File: config.mk
export PLATFORM = sky130hd
export DESIGN_NAME = tsmc_ctrl
export DESIGN_NICKNAME = d
export VERILOG_FILES = /design/src/pkg/tsmc_pkg.sv /design/src/hw/tsmc_ctrl.sv
export VERILOG_INCLUDE_DIRS = /design/src /design/src/pkg
export SDC_FILE = /design/constraint.sdc
export NUM_CORES = 1
export LEC_CHECK = 0
export ABC_AREA = 1
export BUFFER_PORTS_ARGS = -buffer_cell sky130_fd_sc_hd__buf_4
export CAP_MARGIN = 20
export CELL_PAD_IN_SITES_DETAIL_PLACEMENT = 1
export CELL_PAD_IN_SITES_GLOBAL_PLACEMENT = 2
export CORE_MARGIN = 2
export CORE_UTILIZATION = 24
export CTS_BUF_LIST = sky130_fd_sc_hd__clkbuf_8
export DETAILED_ROUTE_END_ITERATION = 10
export MAX_ROUTING_LAYER = met4
export PLACE_DENSITY = 0.75
export SYNTH_ARGS = -nofsm -noshare
export SYNTH_HDL_FRONTEND = slang
export SYNTH_SLANG_ARGS = --single-unit
File: constraint.sdc
create_clock -name clock -period 1.15 [get_ports clock]
set_input_delay 0.0575 -clock clock [delete_from_list [all_inputs] [get_ports clock]]
set_output_delay 0.0575 -clock clock [all_outputs]
set_load 0.01 [all_outputs]
File: src/pkg/tsmc_params.svh
/*
 * constants for the timer slave-mode controller: offsets, fields, resets.
 * assumes inclusion by bare name from the package.
 */
`ifndef TSMC_PARAMS_SVH
`define TSMC_PARAMS_SVH

// ************************************************************
// register offsets (byte addresses, word index = addr[3:2])
// ************************************************************
`define TSMC_OFF_SMCR 4'h8
`define TSMC_OFF_DIER 4'hc
`define TSMC_OFF_IRQ_STAT 4'h0
`define TSMC_OFF_IRQ_MASK 4'h4

// ************************************************************
// fields of the slave mode control register
// ************************************************************
`define TSMC_SMS_LSB 0
`define TSMC_TS_LSB 4
`define TSMC_MSM_BIT 7
`define TSMC_ECE_BIT 14
`define TSMC_CEN_BIT 16
`define TSMC_SMCR_MASK 32'h0001_40f7
`define TSMC_SMCR_RESET 32'h0000_0000
`define TSMC_DIER_MASK 32'h0000_7fff
`define TSMC_DIER_RESET 32'h0000_0000
`define TSMC_IRQ_BITS 3
`define TSMC_IRQ_RESET 3'h0

`endif

File: src/pkg/tsmc_pkg.sv
/*
 * types for the timer slave-mode controller.
 * assumes tsmc_params.svh is on the include path.
 */
package tsmc_pkg;
   `include "tsmc_params.svh"

   typedef enum logic [2:0] {
      TSMC_SMS_OFF = 3'b000,
      TSMC_SMS_ENC1 = 3'b001,
      TSMC_SMS_ENC2 = 3'b010,
      TSMC_SMS_ENC3 = 3'b011,
      TSMC_SMS_RESET = 3'b100,
      TSMC_SMS_GATED = 3'b101,
      TSMC_SMS_TRIG = 3'b110,
      TSMC_SMS_EXT1 = 3'b111
   } tsmc_sms_t;

   typedef enum logic [2:0] {
      TSMC_TS_INTERNAL_TRIGGER_0 = 3'b000,
      TSMC_TS_INTERNAL_TRIGGER_1 = 3'b001,
      TSMC_TS_INTERNAL_TRIGGER_2 = 3'b010,
      TSMC_TS_INTERNAL_TRIGGER_3 = 3'b011,
      TSMC_TS_EDGE = 3'b100,
      TSMC_TS_IN1 = 3'b101,
      TSMC_TS_IN2 = 3'b110,
      TSMC_TS_FILTERED_EXTERNAL_TRIGGER = 3'b111
   } tsmc_ts_t;
endpackage : tsmc_pkg
File: src/hw/tsmc_ctrl.sv
/*
 * slave-mode controller of an advanced timer: trigger selection, slave
 * modes, encoder stepping, counter enable and reset requests, Avalon-MM slave.
 * assumes filtered, polarity-corrected inputs synchronous to clock and a
 * counter outside that obeys count_step, count_down and counter_reinit.
 */
// Local design decision: the Avalon-MM slave port.
// What this block does
// - external trigger edge follows its input polarity
// - mode 000 with enable: count internal clock
// - mode 001: count input2 edges, input1 direction
// - mode 010: count input1 edges, input2 direction
// - mode 011: count both edges, other sets direction
// - reset mode: rising trigger reinits, updates registers
// - gated mode without ece: count only while trigger high
// - trigger mode: rising edge starts, no reset
// - external clock 1: each rising trigger counts
// - enable register at 0x0c, rw, resets zero
// - trigger select picks one of eight sources
// - external clock 2 acts as mode 1 on filtered_external_trigger
// - sync bit delays trigger effect one cycle
`timescale 1ns/100ps
module tsmc_ctrl
   import tsmc_pkg::*;
#(
   parameter bit INSTANCE_SECOND = 1'b0
) (
   // clock and reset
   input wire logic clock,
   input wire logic rst_n,
   // avalon-mm slave
   input wire logic [3:0] avs_address,
   input wire logic avs_read,
   input wire logic avs_write,
   input wire logic [31:0] avs_writedata,
   input wire logic [3:0] avs_byteenable,
   output logic [31:0] avs_readdata,
   output logic avs_waitrequest,
   output logic avs_response_err,
   // trigger outputs of the other timers
   input wire logic trig_timer1,
   input wire logic trig_timer2,
   input wire logic trig_timer3,
   input wire logic trig_timer4,
   input wire logic trig_timer5,
   // filtered, polarity-corrected inputs
   input wire logic filtered_input1_path1,
   input wire logic filtered_input2_path2,
   input wire logic filtered_input1_path2,
   input wire logic filtered_input2_path1,
   input wire logic input1_edge_detector,
   input wire logic filtered_external_trigger,
   // counter control
   output logic count_step,
   output logic count_down,
   output logic counter_reinit,
   output logic trigger_event,
   output logic counter_enable_out,
   output logic [31:0] dma_interrupt_enable_out,
   output logic irq
);

   // ************************************************************
   // registers and bus slave
   // ************************************************************
   logic [31:0] slave_mode_control_r;
   logic [31:0] dma_interrupt_enable_r;
   logic [2:0] irq_stat_r;
   logic [2:0] irq_mask_r;
   logic rd_pend_r;
   logic [31:0] rdata_r;
   logic err_r;
   logic [31:0] be_mask;
   logic wr_smcr, wr_dier, wr_stat, wr_mask, mapped;
   logic trig_start;
   logic [2:0] irq_evt;
   logic run_r;

   assign be_mask = {{8{avs_byteenable[3]}}, {8{avs_byteenable[2]}},
                     {8{avs_byteenable[1]}}, {8{avs_byteenable[0]}}};
   always_comb begin
      mapped = 1'b1;
      wr_smcr = 1'b0;
      wr_dier = 1'b0;
      wr_stat = 1'b0;
      wr_mask = 1'b0;
      if (avs_address == `TSMC_OFF_SMCR) begin
         wr_smcr = avs_write;
      end else if (avs_address == `TSMC_OFF_DIER) begin
         wr_dier = avs_write;
      end else if (avs_address == `TSMC_OFF_IRQ_STAT) begin
         wr_stat = avs_write;
      end else if (avs_address == `TSMC_OFF_IRQ_MASK) begin
         wr_mask = avs_write;
      end else begin
         mapped = 1'b0;
      end
   end

   // writes complete in the cycle they are seen; reads take one wait cycle
   assign avs_waitrequest = avs_read & ~rd_pend_r;
   assign avs_readdata = rdata_r;
   assign avs_response_err = err_r;

   always_ff @(posedge clock or negedge rst_n) begin
      if (!rst_n) begin
         slave_mode_control_r <= `TSMC_SMCR_RESET;
      end else if (wr_smcr) begin
         slave_mode_control_r <= ((slave_mode_control_r & ~be_mask) | (avs_writedata & be_mask))
                                 & `TSMC_SMCR_MASK;
      end
   end

   always_ff @(posedge clock or negedge rst_n) begin
      if (!rst_n) begin
         dma_interrupt_enable_r <= `TSMC_DIER_RESET;
      end else if (wr_dier) begin
         dma_interrupt_enable_r <= ((dma_interrupt_enable_r & ~be_mask) | (avs_writedata & be_mask))
                                   & `TSMC_DIER_MASK;
      end
   end
   assign dma_interrupt_enable_out = dma_interrupt_enable_r;

   always_ff @(posedge clock or negedge rst_n) begin
      if (!rst_n) begin
         irq_mask_r <= `TSMC_IRQ_RESET;
      end else if (wr_mask && avs_byteenable[0]) begin
         irq_mask_r <= avs_writedata[2:0];
      end
   end

   // set wins over a write-one clear in the same cycle
   always_ff @(posedge clock or negedge rst_n) begin
      if (!rst_n) begin
         irq_stat_r <= `TSMC_IRQ_RESET;
      end else begin
         irq_stat_r <= (irq_stat_r & ~((wr_stat && avs_byteenable[0]) ? avs_writedata[2:0] : 3'h0))
                       | irq_evt;
      end
   end
   assign irq = |(irq_stat_r & irq_mask_r);

   always_ff @(posedge clock or negedge rst_n) begin
      if (!rst_n) begin
         rd_pend_r <= 1'b0;
         rdata_r <= 32'h0000_0000;
         err_r <= 1'b0;
      end else begin
         rd_pend_r <= avs_read & ~rd_pend_r;
         err_r <= (avs_read | avs_write) & ~mapped;
         if (avs_read && !rd_pend_r) begin
            if (avs_address == `TSMC_OFF_SMCR) begin
               // bit16 reads the live enable, so a trigger-mode start shows
               rdata_r <= {slave_mode_control_r[31:17], run_r, slave_mode_control_r[15:0]};
            end else if (avs_address == `TSMC_OFF_DIER) begin
               rdata_r <= dma_interrupt_enable_r;
            end else if (avs_address == `TSMC_OFF_IRQ_STAT) begin
               rdata_r <= {29'h0000_0000, irq_stat_r};
            end else if (avs_address == `TSMC_OFF_IRQ_MASK) begin
               rdata_r <= {29'h0000_0000, irq_mask_r};
            end else begin
               rdata_r <= 32'h0000_0000;
            end
         end
      end
   end

   // ************************************************************
   // trigger selection
   // ************************************************************
   tsmc_sms_t slave_mode_select;
   tsmc_ts_t ts;
   logic master_slave_sync, ece;
   logic internal_trigger_0, internal_trigger_1, internal_trigger_2, internal_trigger_3;
   logic trigger_input;

   assign slave_mode_select = tsmc_sms_t'(slave_mode_control_r[`TSMC_SMS_LSB +: 3]);
   assign ts = tsmc_ts_t'(slave_mode_control_r[`TSMC_TS_LSB +: 3]);
   assign master_slave_sync = slave_mode_control_r[`TSMC_MSM_BIT];
   assign ece = slave_mode_control_r[`TSMC_ECE_BIT];

   // the two instances see different masters on codes 0, 2 and 3
   assign internal_trigger_0 = INSTANCE_SECOND ? trig_timer1 : trig_timer5;
   assign internal_trigger_1 = trig_timer2;
   assign internal_trigger_2 = INSTANCE_SECOND ? trig_timer4 : trig_timer3;
   assign internal_trigger_3 = INSTANCE_SECOND ? trig_timer5 : trig_timer4;

   // external inputs arrive already corrected for their polarity
   always_comb begin
      case (ts)
         TSMC_TS_INTERNAL_TRIGGER_0: trigger_input = internal_trigger_0;
         TSMC_TS_INTERNAL_TRIGGER_1: trigger_input = internal_trigger_1;
         TSMC_TS_INTERNAL_TRIGGER_2: trigger_input = internal_trigger_2;
         TSMC_TS_INTERNAL_TRIGGER_3: trigger_input = internal_trigger_3;
         TSMC_TS_EDGE: trigger_input = input1_edge_detector;
         TSMC_TS_IN1: trigger_input = filtered_input1_path1;
         TSMC_TS_IN2: trigger_input = filtered_input2_path2;
         default: trigger_input = filtered_external_trigger;
      endcase
   end

   // ************************************************************
   // edge detection and master/slave delay
   // ************************************************************
   logic trg_prev_r, trg_d_r, etr_prev_r;
   logic in1a_prev_r, in2a_prev_r, in1b_prev_r, in2b_prev_r;
   logic trg_eff, trg_rise_raw, trg_rise, etr_rise;

   always_ff @(posedge clock or negedge rst_n) begin
      if (!rst_n) begin
         trg_prev_r <= 1'b0;
         trg_d_r <= 1'b0;
         etr_prev_r <= 1'b0;
         in1a_prev_r <= 1'b0;
         in2a_prev_r <= 1'b0;
         in1b_prev_r <= 1'b0;
         in2b_prev_r <= 1'b0;
      end else begin
         trg_prev_r <= trigger_input;
         trg_d_r <= trg_eff;
         etr_prev_r <= filtered_external_trigger;
         in1a_prev_r <= filtered_input1_path1;
         in2a_prev_r <= filtered_input2_path2;
         in1b_prev_r <= filtered_input1_path2;
         in2b_prev_r <= filtered_input2_path1;
      end
   end

   // sync mode acts one cycle late so trigger_event reaches slaves first
   assign trg_eff = master_slave_sync ? trg_prev_r : trigger_input;
   assign trg_rise_raw = trigger_input & ~trg_prev_r;
   assign trg_rise = trg_eff & ~trg_d_r;
   assign etr_rise = filtered_external_trigger & ~etr_prev_r;
   assign trigger_event = trg_rise_raw;

   // ************************************************************
   // slave mode control
   // ************************************************************
   logic step_c, dir_c, reinit_c;
   logic e1a, e2a, e1b, e2b;

   assign e1a = filtered_input1_path1 ^ in1a_prev_r;
   assign e2a = filtered_input2_path2 ^ in2a_prev_r;
   assign e1b = filtered_input1_path2 ^ in1b_prev_r;
   assign e2b = filtered_input2_path1 ^ in2b_prev_r;
   assign trig_start = (slave_mode_select == TSMC_SMS_TRIG) && trg_rise && !run_r;

   // run flag is the counter enable, also set by trigger mode
   always_ff @(posedge clock or negedge rst_n) begin
      if (!rst_n) begin
         run_r <= 1'b0;
      end else if (wr_smcr && avs_byteenable[2]) begin
         run_r <= avs_writedata[`TSMC_CEN_BIT] | trig_start;
      end else if (trig_start) begin
         run_r <= 1'b1;
      end
   end

   // quadrature: input2 rising edge counts up when input1 is low, input1 rising edge counts down when input2 is low
   always_comb begin
      step_c = 1'b0;
      dir_c = 1'b0;
      reinit_c = 1'b0;
      case (slave_mode_select)
         TSMC_SMS_OFF: step_c = run_r;
         TSMC_SMS_ENC1: begin
            step_c = run_r & e2b;
            dir_c = filtered_input2_path1 ~^ filtered_input1_path2;
         end
         TSMC_SMS_ENC2: begin
            step_c = run_r & e1b;
            dir_c = filtered_input1_path2 ^ filtered_input2_path1;
         end
         TSMC_SMS_ENC3: begin
            step_c = run_r & (e1a | e2a);
            dir_c = e1a ? (filtered_input1_path1 ^ filtered_input2_path2)
                        : (filtered_input2_path2 ~^ filtered_input1_path1);
         end
         TSMC_SMS_RESET: begin
            step_c = run_r;
            reinit_c = trg_rise;
         end
         TSMC_SMS_GATED: step_c = run_r & trg_eff;
         TSMC_SMS_TRIG: step_c = run_r;
         default: step_c = run_r & trg_rise;
      endcase
      // external clock 2 overrides the clock source and the gated-mode gate, not the reinit, start or direction
      if (ece) begin
         step_c = run_r & etr_rise;
      end
   end

   always_ff @(posedge clock or negedge rst_n) begin
      if (!rst_n) begin
         count_step <= 1'b0;
         count_down <= 1'b0;
         counter_reinit <= 1'b0;
      end else begin
         count_step <= step_c;
         count_down <= dir_c;
         counter_reinit <= reinit_c;
      end
   end
   assign counter_enable_out = run_r;
   assign irq_evt = {counter_reinit, trig_start, trg_rise};

   // ************************************************************
   // checks
   // ************************************************************
   property p_dier_reset;
      @(posedge clock) $rose(rst_n) |-> dma_interrupt_enable_r == 32'h0000_0000;
   endproperty
   a_dier_reset: assert property (p_dier_reset) else $error("enable reg not zero");

   property p_reinit;
      @(posedge clock) disable iff (!rst_n)
      (slave_mode_select == TSMC_SMS_RESET && trg_rise && !wr_smcr) |=> counter_reinit;
   endproperty
   a_reinit: assert property (p_reinit) else $error("reset mode missed reinit");

   property p_gated;
      @(posedge clock) disable iff (!rst_n)
      (slave_mode_select == TSMC_SMS_GATED && !trg_eff && !ece) |=> !count_step;
   endproperty
   a_gated: assert property (p_gated) else $error("gated mode counted while low");

   property p_trig_start;
      @(posedge clock) disable iff (!rst_n)
      (slave_mode_select == TSMC_SMS_TRIG && trg_rise && !wr_smcr) |=> run_r ##1 count_step;
   endproperty
   a_trig_start: assert property (p_trig_start) else $error("trigger mode no start");

   property p_ext1;
      @(posedge clock) disable iff (!rst_n)
      (slave_mode_select == TSMC_SMS_EXT1 && !ece && run_r) |=> count_step == $past(trg_rise);
   endproperty
   a_ext1: assert property (p_ext1) else $error("ext clock 1 step mismatch");

   property p_off;
      @(posedge clock) disable iff (!rst_n)
      (slave_mode_select == TSMC_SMS_OFF && !ece) |=> count_step == $past(run_r);
   endproperty
   a_off: assert property (p_off) else $error("internal clock step wrong");

   property p_msm;
      @(posedge clock) disable iff (!rst_n)
      (master_slave_sync && !wr_smcr) |-> trg_eff == $past(trigger_input);
   endproperty
   a_msm: assert property (p_msm) else $error("sync delay wrong");

   property p_ece;
      @(posedge clock) disable iff (!rst_n)
      (ece && !run_r) |=> !count_step;
   endproperty
   a_ece: assert property (p_ece) else $error("ext clock 2 counted stopped");

   property p_enc1;
      @(posedge clock) disable iff (!rst_n)
      (slave_mode_select == TSMC_SMS_ENC1 && !ece && run_r && !e2b) |=> !count_step;
   endproperty
   a_enc1: assert property (p_enc1) else $error("encoder 1 stray step");

   c_reinit: cover property (@(posedge clock) counter_reinit);
   c_trig: cover property (@(posedge clock) trig_start);
   c_enc_down: cover property (@(posedge clock) count_step && count_down);
   c_irq: cover property (@(posedge clock) irq);
endmodule : tsmc_ctrl

==> reports/results.tsv <==
metric	value	unit
status	finished with violations	
failing checks	negative setup slack	
clock sinks	58	
ys async rst share	100	%
DRT iter0 DRCs	77	
count leader, synth	nand2_1	
setup slack after layout	-294	ps
Max Slew Vio Count	0	
Layout Nets	509	
leak pwr	2.16	nW
CTS Root Cell	clkbuf_8	
Final Instance Count excl. Fillers	602	
Post-synth top cells	74 x nand2_1, 58 x dfrtp_1, 38 x inv_1	
largest net degree at the start of global routing	33	
endpoint class of the critical path	output port	
number of antenna violations at the first check in global routing	0	
Warnings, synthesis	0	
H-tree level count	3	
max_cap viols	0	
Yosys cell types	27	
dominant cells by area after synthesis	dfrtp_1 52%, nand2_1 10%, buf_4 8.9%	
shortest period the worst path allows	1440	ps
Die Height	112	µm
CTS buffer count	9	
unrepaired setup endpoints after global routing	yes	
crit path max fanout	6	
gpl congestion	0.772	
Row Count	39	
Residual DRC	0	
Final Core Density	37.5	%
post-route antenna net violation count	0	
Die Span X	112	µm
clock tree buffer depth	2	
DR pass1 iterations	4	
Mean Syn Cell Area	8.69	µm²
crit path DAT	1390	ps
Min-Delay Path Class	in2reg	
Port Buffers	75	
Req. time, crit path	1090	ps
Finish-stage setup viols	8	
drt total wl	8.26	mm
hold path start	avs_write	
worst reg2reg path depth	10	
Pwr Density	1640	nW/µm²
Setup TNS	-1470	ps
Area Overhead vs Synth	52.8	%
GR Overflow Total	0	
maximum vdd drop	691	µV
Final Hold Fails	0	
Synth area leader	dfrtp_1	
area of the mapped netlist	2790	µm²
Seq/Total Area, Yosys	52.0	%
CTS tree	built	
Post-synth EDFFs	0	
overall power	0.00700	W
final-layout fill cell count	1328	
share of the synthesized area in the top cell type	52.0	%
All-Layer GR Usage	13.6	%
Fmax achieved	692	MHz
cell count after synthesis	321	
core area	11400	µm²
#FFs+latches synth	58	
Avg WL per Cell	13.7	µm
layout cells sized above 1	37.7	%
final setup skew	12.1	ps
initial core utilization	24.5	%
clock-pin slew on the worst setup and hold paths	80	ps
hold path depth	3	
worst setup path class	reg2out	
vias in the first global route	2655	
top_reg_cell synth	dfrtp_1	
placed insts	559	
via count	2557	
CP startpoint kind	register	
clk_lat worst skew	350	ps
global-route wire length before repair	13.1	mm
vias per std cell	4.25	
die footprint	12500	µm²
Final Cycle Share	126	%
Diodes inserted	0	
I/O Pins	127	
Final HPWL DP	6.08	mm
[logic make-up after synthesis]
| group | count (synthesis) | synth area share [%] |
|---|---|---|
| mux | 6 | 2.42 |
| xor+xnor | 5 | 1.57 |
| simple gates | 125 | 19.4 |
| flops | 58 | 52.0 |
| buf+inv | 79 | 15.2 |
| other cells | 1 | 0.134 |
| compound gates | 47 | 9.24 |
[metrics by stage]
step,setup WS (ps),hold slack [ps],cell area [µm²]
floorplan,-27.0,-238,2920
global route,-380,10.8,4260
finish,-294,12.9,4260
detailed placement,-196,7.06,3610
CTS,-351,3.47,4110
global placement,-153,8.12,3610
[cells in the final DEF, fill, tap and decap left out, types with 9 or more instances in the layout]
cell type      count
nand2_1           65
nor2_1            14
conb_1            33
nand3_1           13
dfrtp_1           56
dlygate4sd3_1     19
inv_1             32
buf_4            103
nand3_2           10
o21ai_0           22
clkbuf_8           9
[worst max-delay path: stages, from the launching register on]
cell	delay [ps]
dfrtp_2	460
nand2_1	110
nand3_2	90
nand3_2	90
nand2_2	70
nor2_4	110
buf_4	130
[report_power, final]
part           total [W]  leakage [nW]  internal (W)  switching [W]
sequential       0.00264         0.728       0.00237       0.000271
combinational    0.00195          1.31      0.000973       0.000978
clock            0.00240         0.124       0.00146       0.000943
[path summary, 6_finish.rpt]
| kind | to | slack, ps |
|---|---|---|
| worst max register to register | count_step$_DFF_PN0_ | -260 |
| min in group asynchronous | avs_response_err$_DFF_PN0_ | 160 |
| worst min-delay path | avs_response_err$_DFF_PN0_ | 10 |
| max in group asynchronous | asynchronous set/reset pin | 470 |
| worst max-delay path | trigger_event | -290 |
| worst min register to register | avs_readdata[11]$_DFFE_PN0P_ | 490 |
[routing by layer]
layer / vias to the layer above / routed length, µm / GRT usage [%]
li1: 1239 / - / -
met4: 0 / 112 / 5.19
met5: - / 0 / -
met3: 8 / 373 / 2.72
met1: 1237 / 3640 / 16.8
met2: 73 / 4130 / 22.1
[final cells by class]
cell class | count | area [µm²] | share of cell area [%]
tap | 143 | 179 | 4.20
timing repair buffer | 129 | 1050 | 24.8
inverter | 40 | 153 | 3.58
clock buffer | 9 | 124 | 2.91
clock inverter | 7 | 125 | 2.94
sequential | 58 | 1450 | 34.1
multi-input combinational | 216 | 1170 | 27.5
[what timing repair did]
action                                 CTS  global route
setup endpoints to repair                9            16
cloned                                   0             0
hold buffers                            18             1
setup buffers                            4             4
pin swaps                                6             3
gates resized for setup                 11            32
endpoints found under the hold margin   75             1
Power figures use the tool's default switching activity.
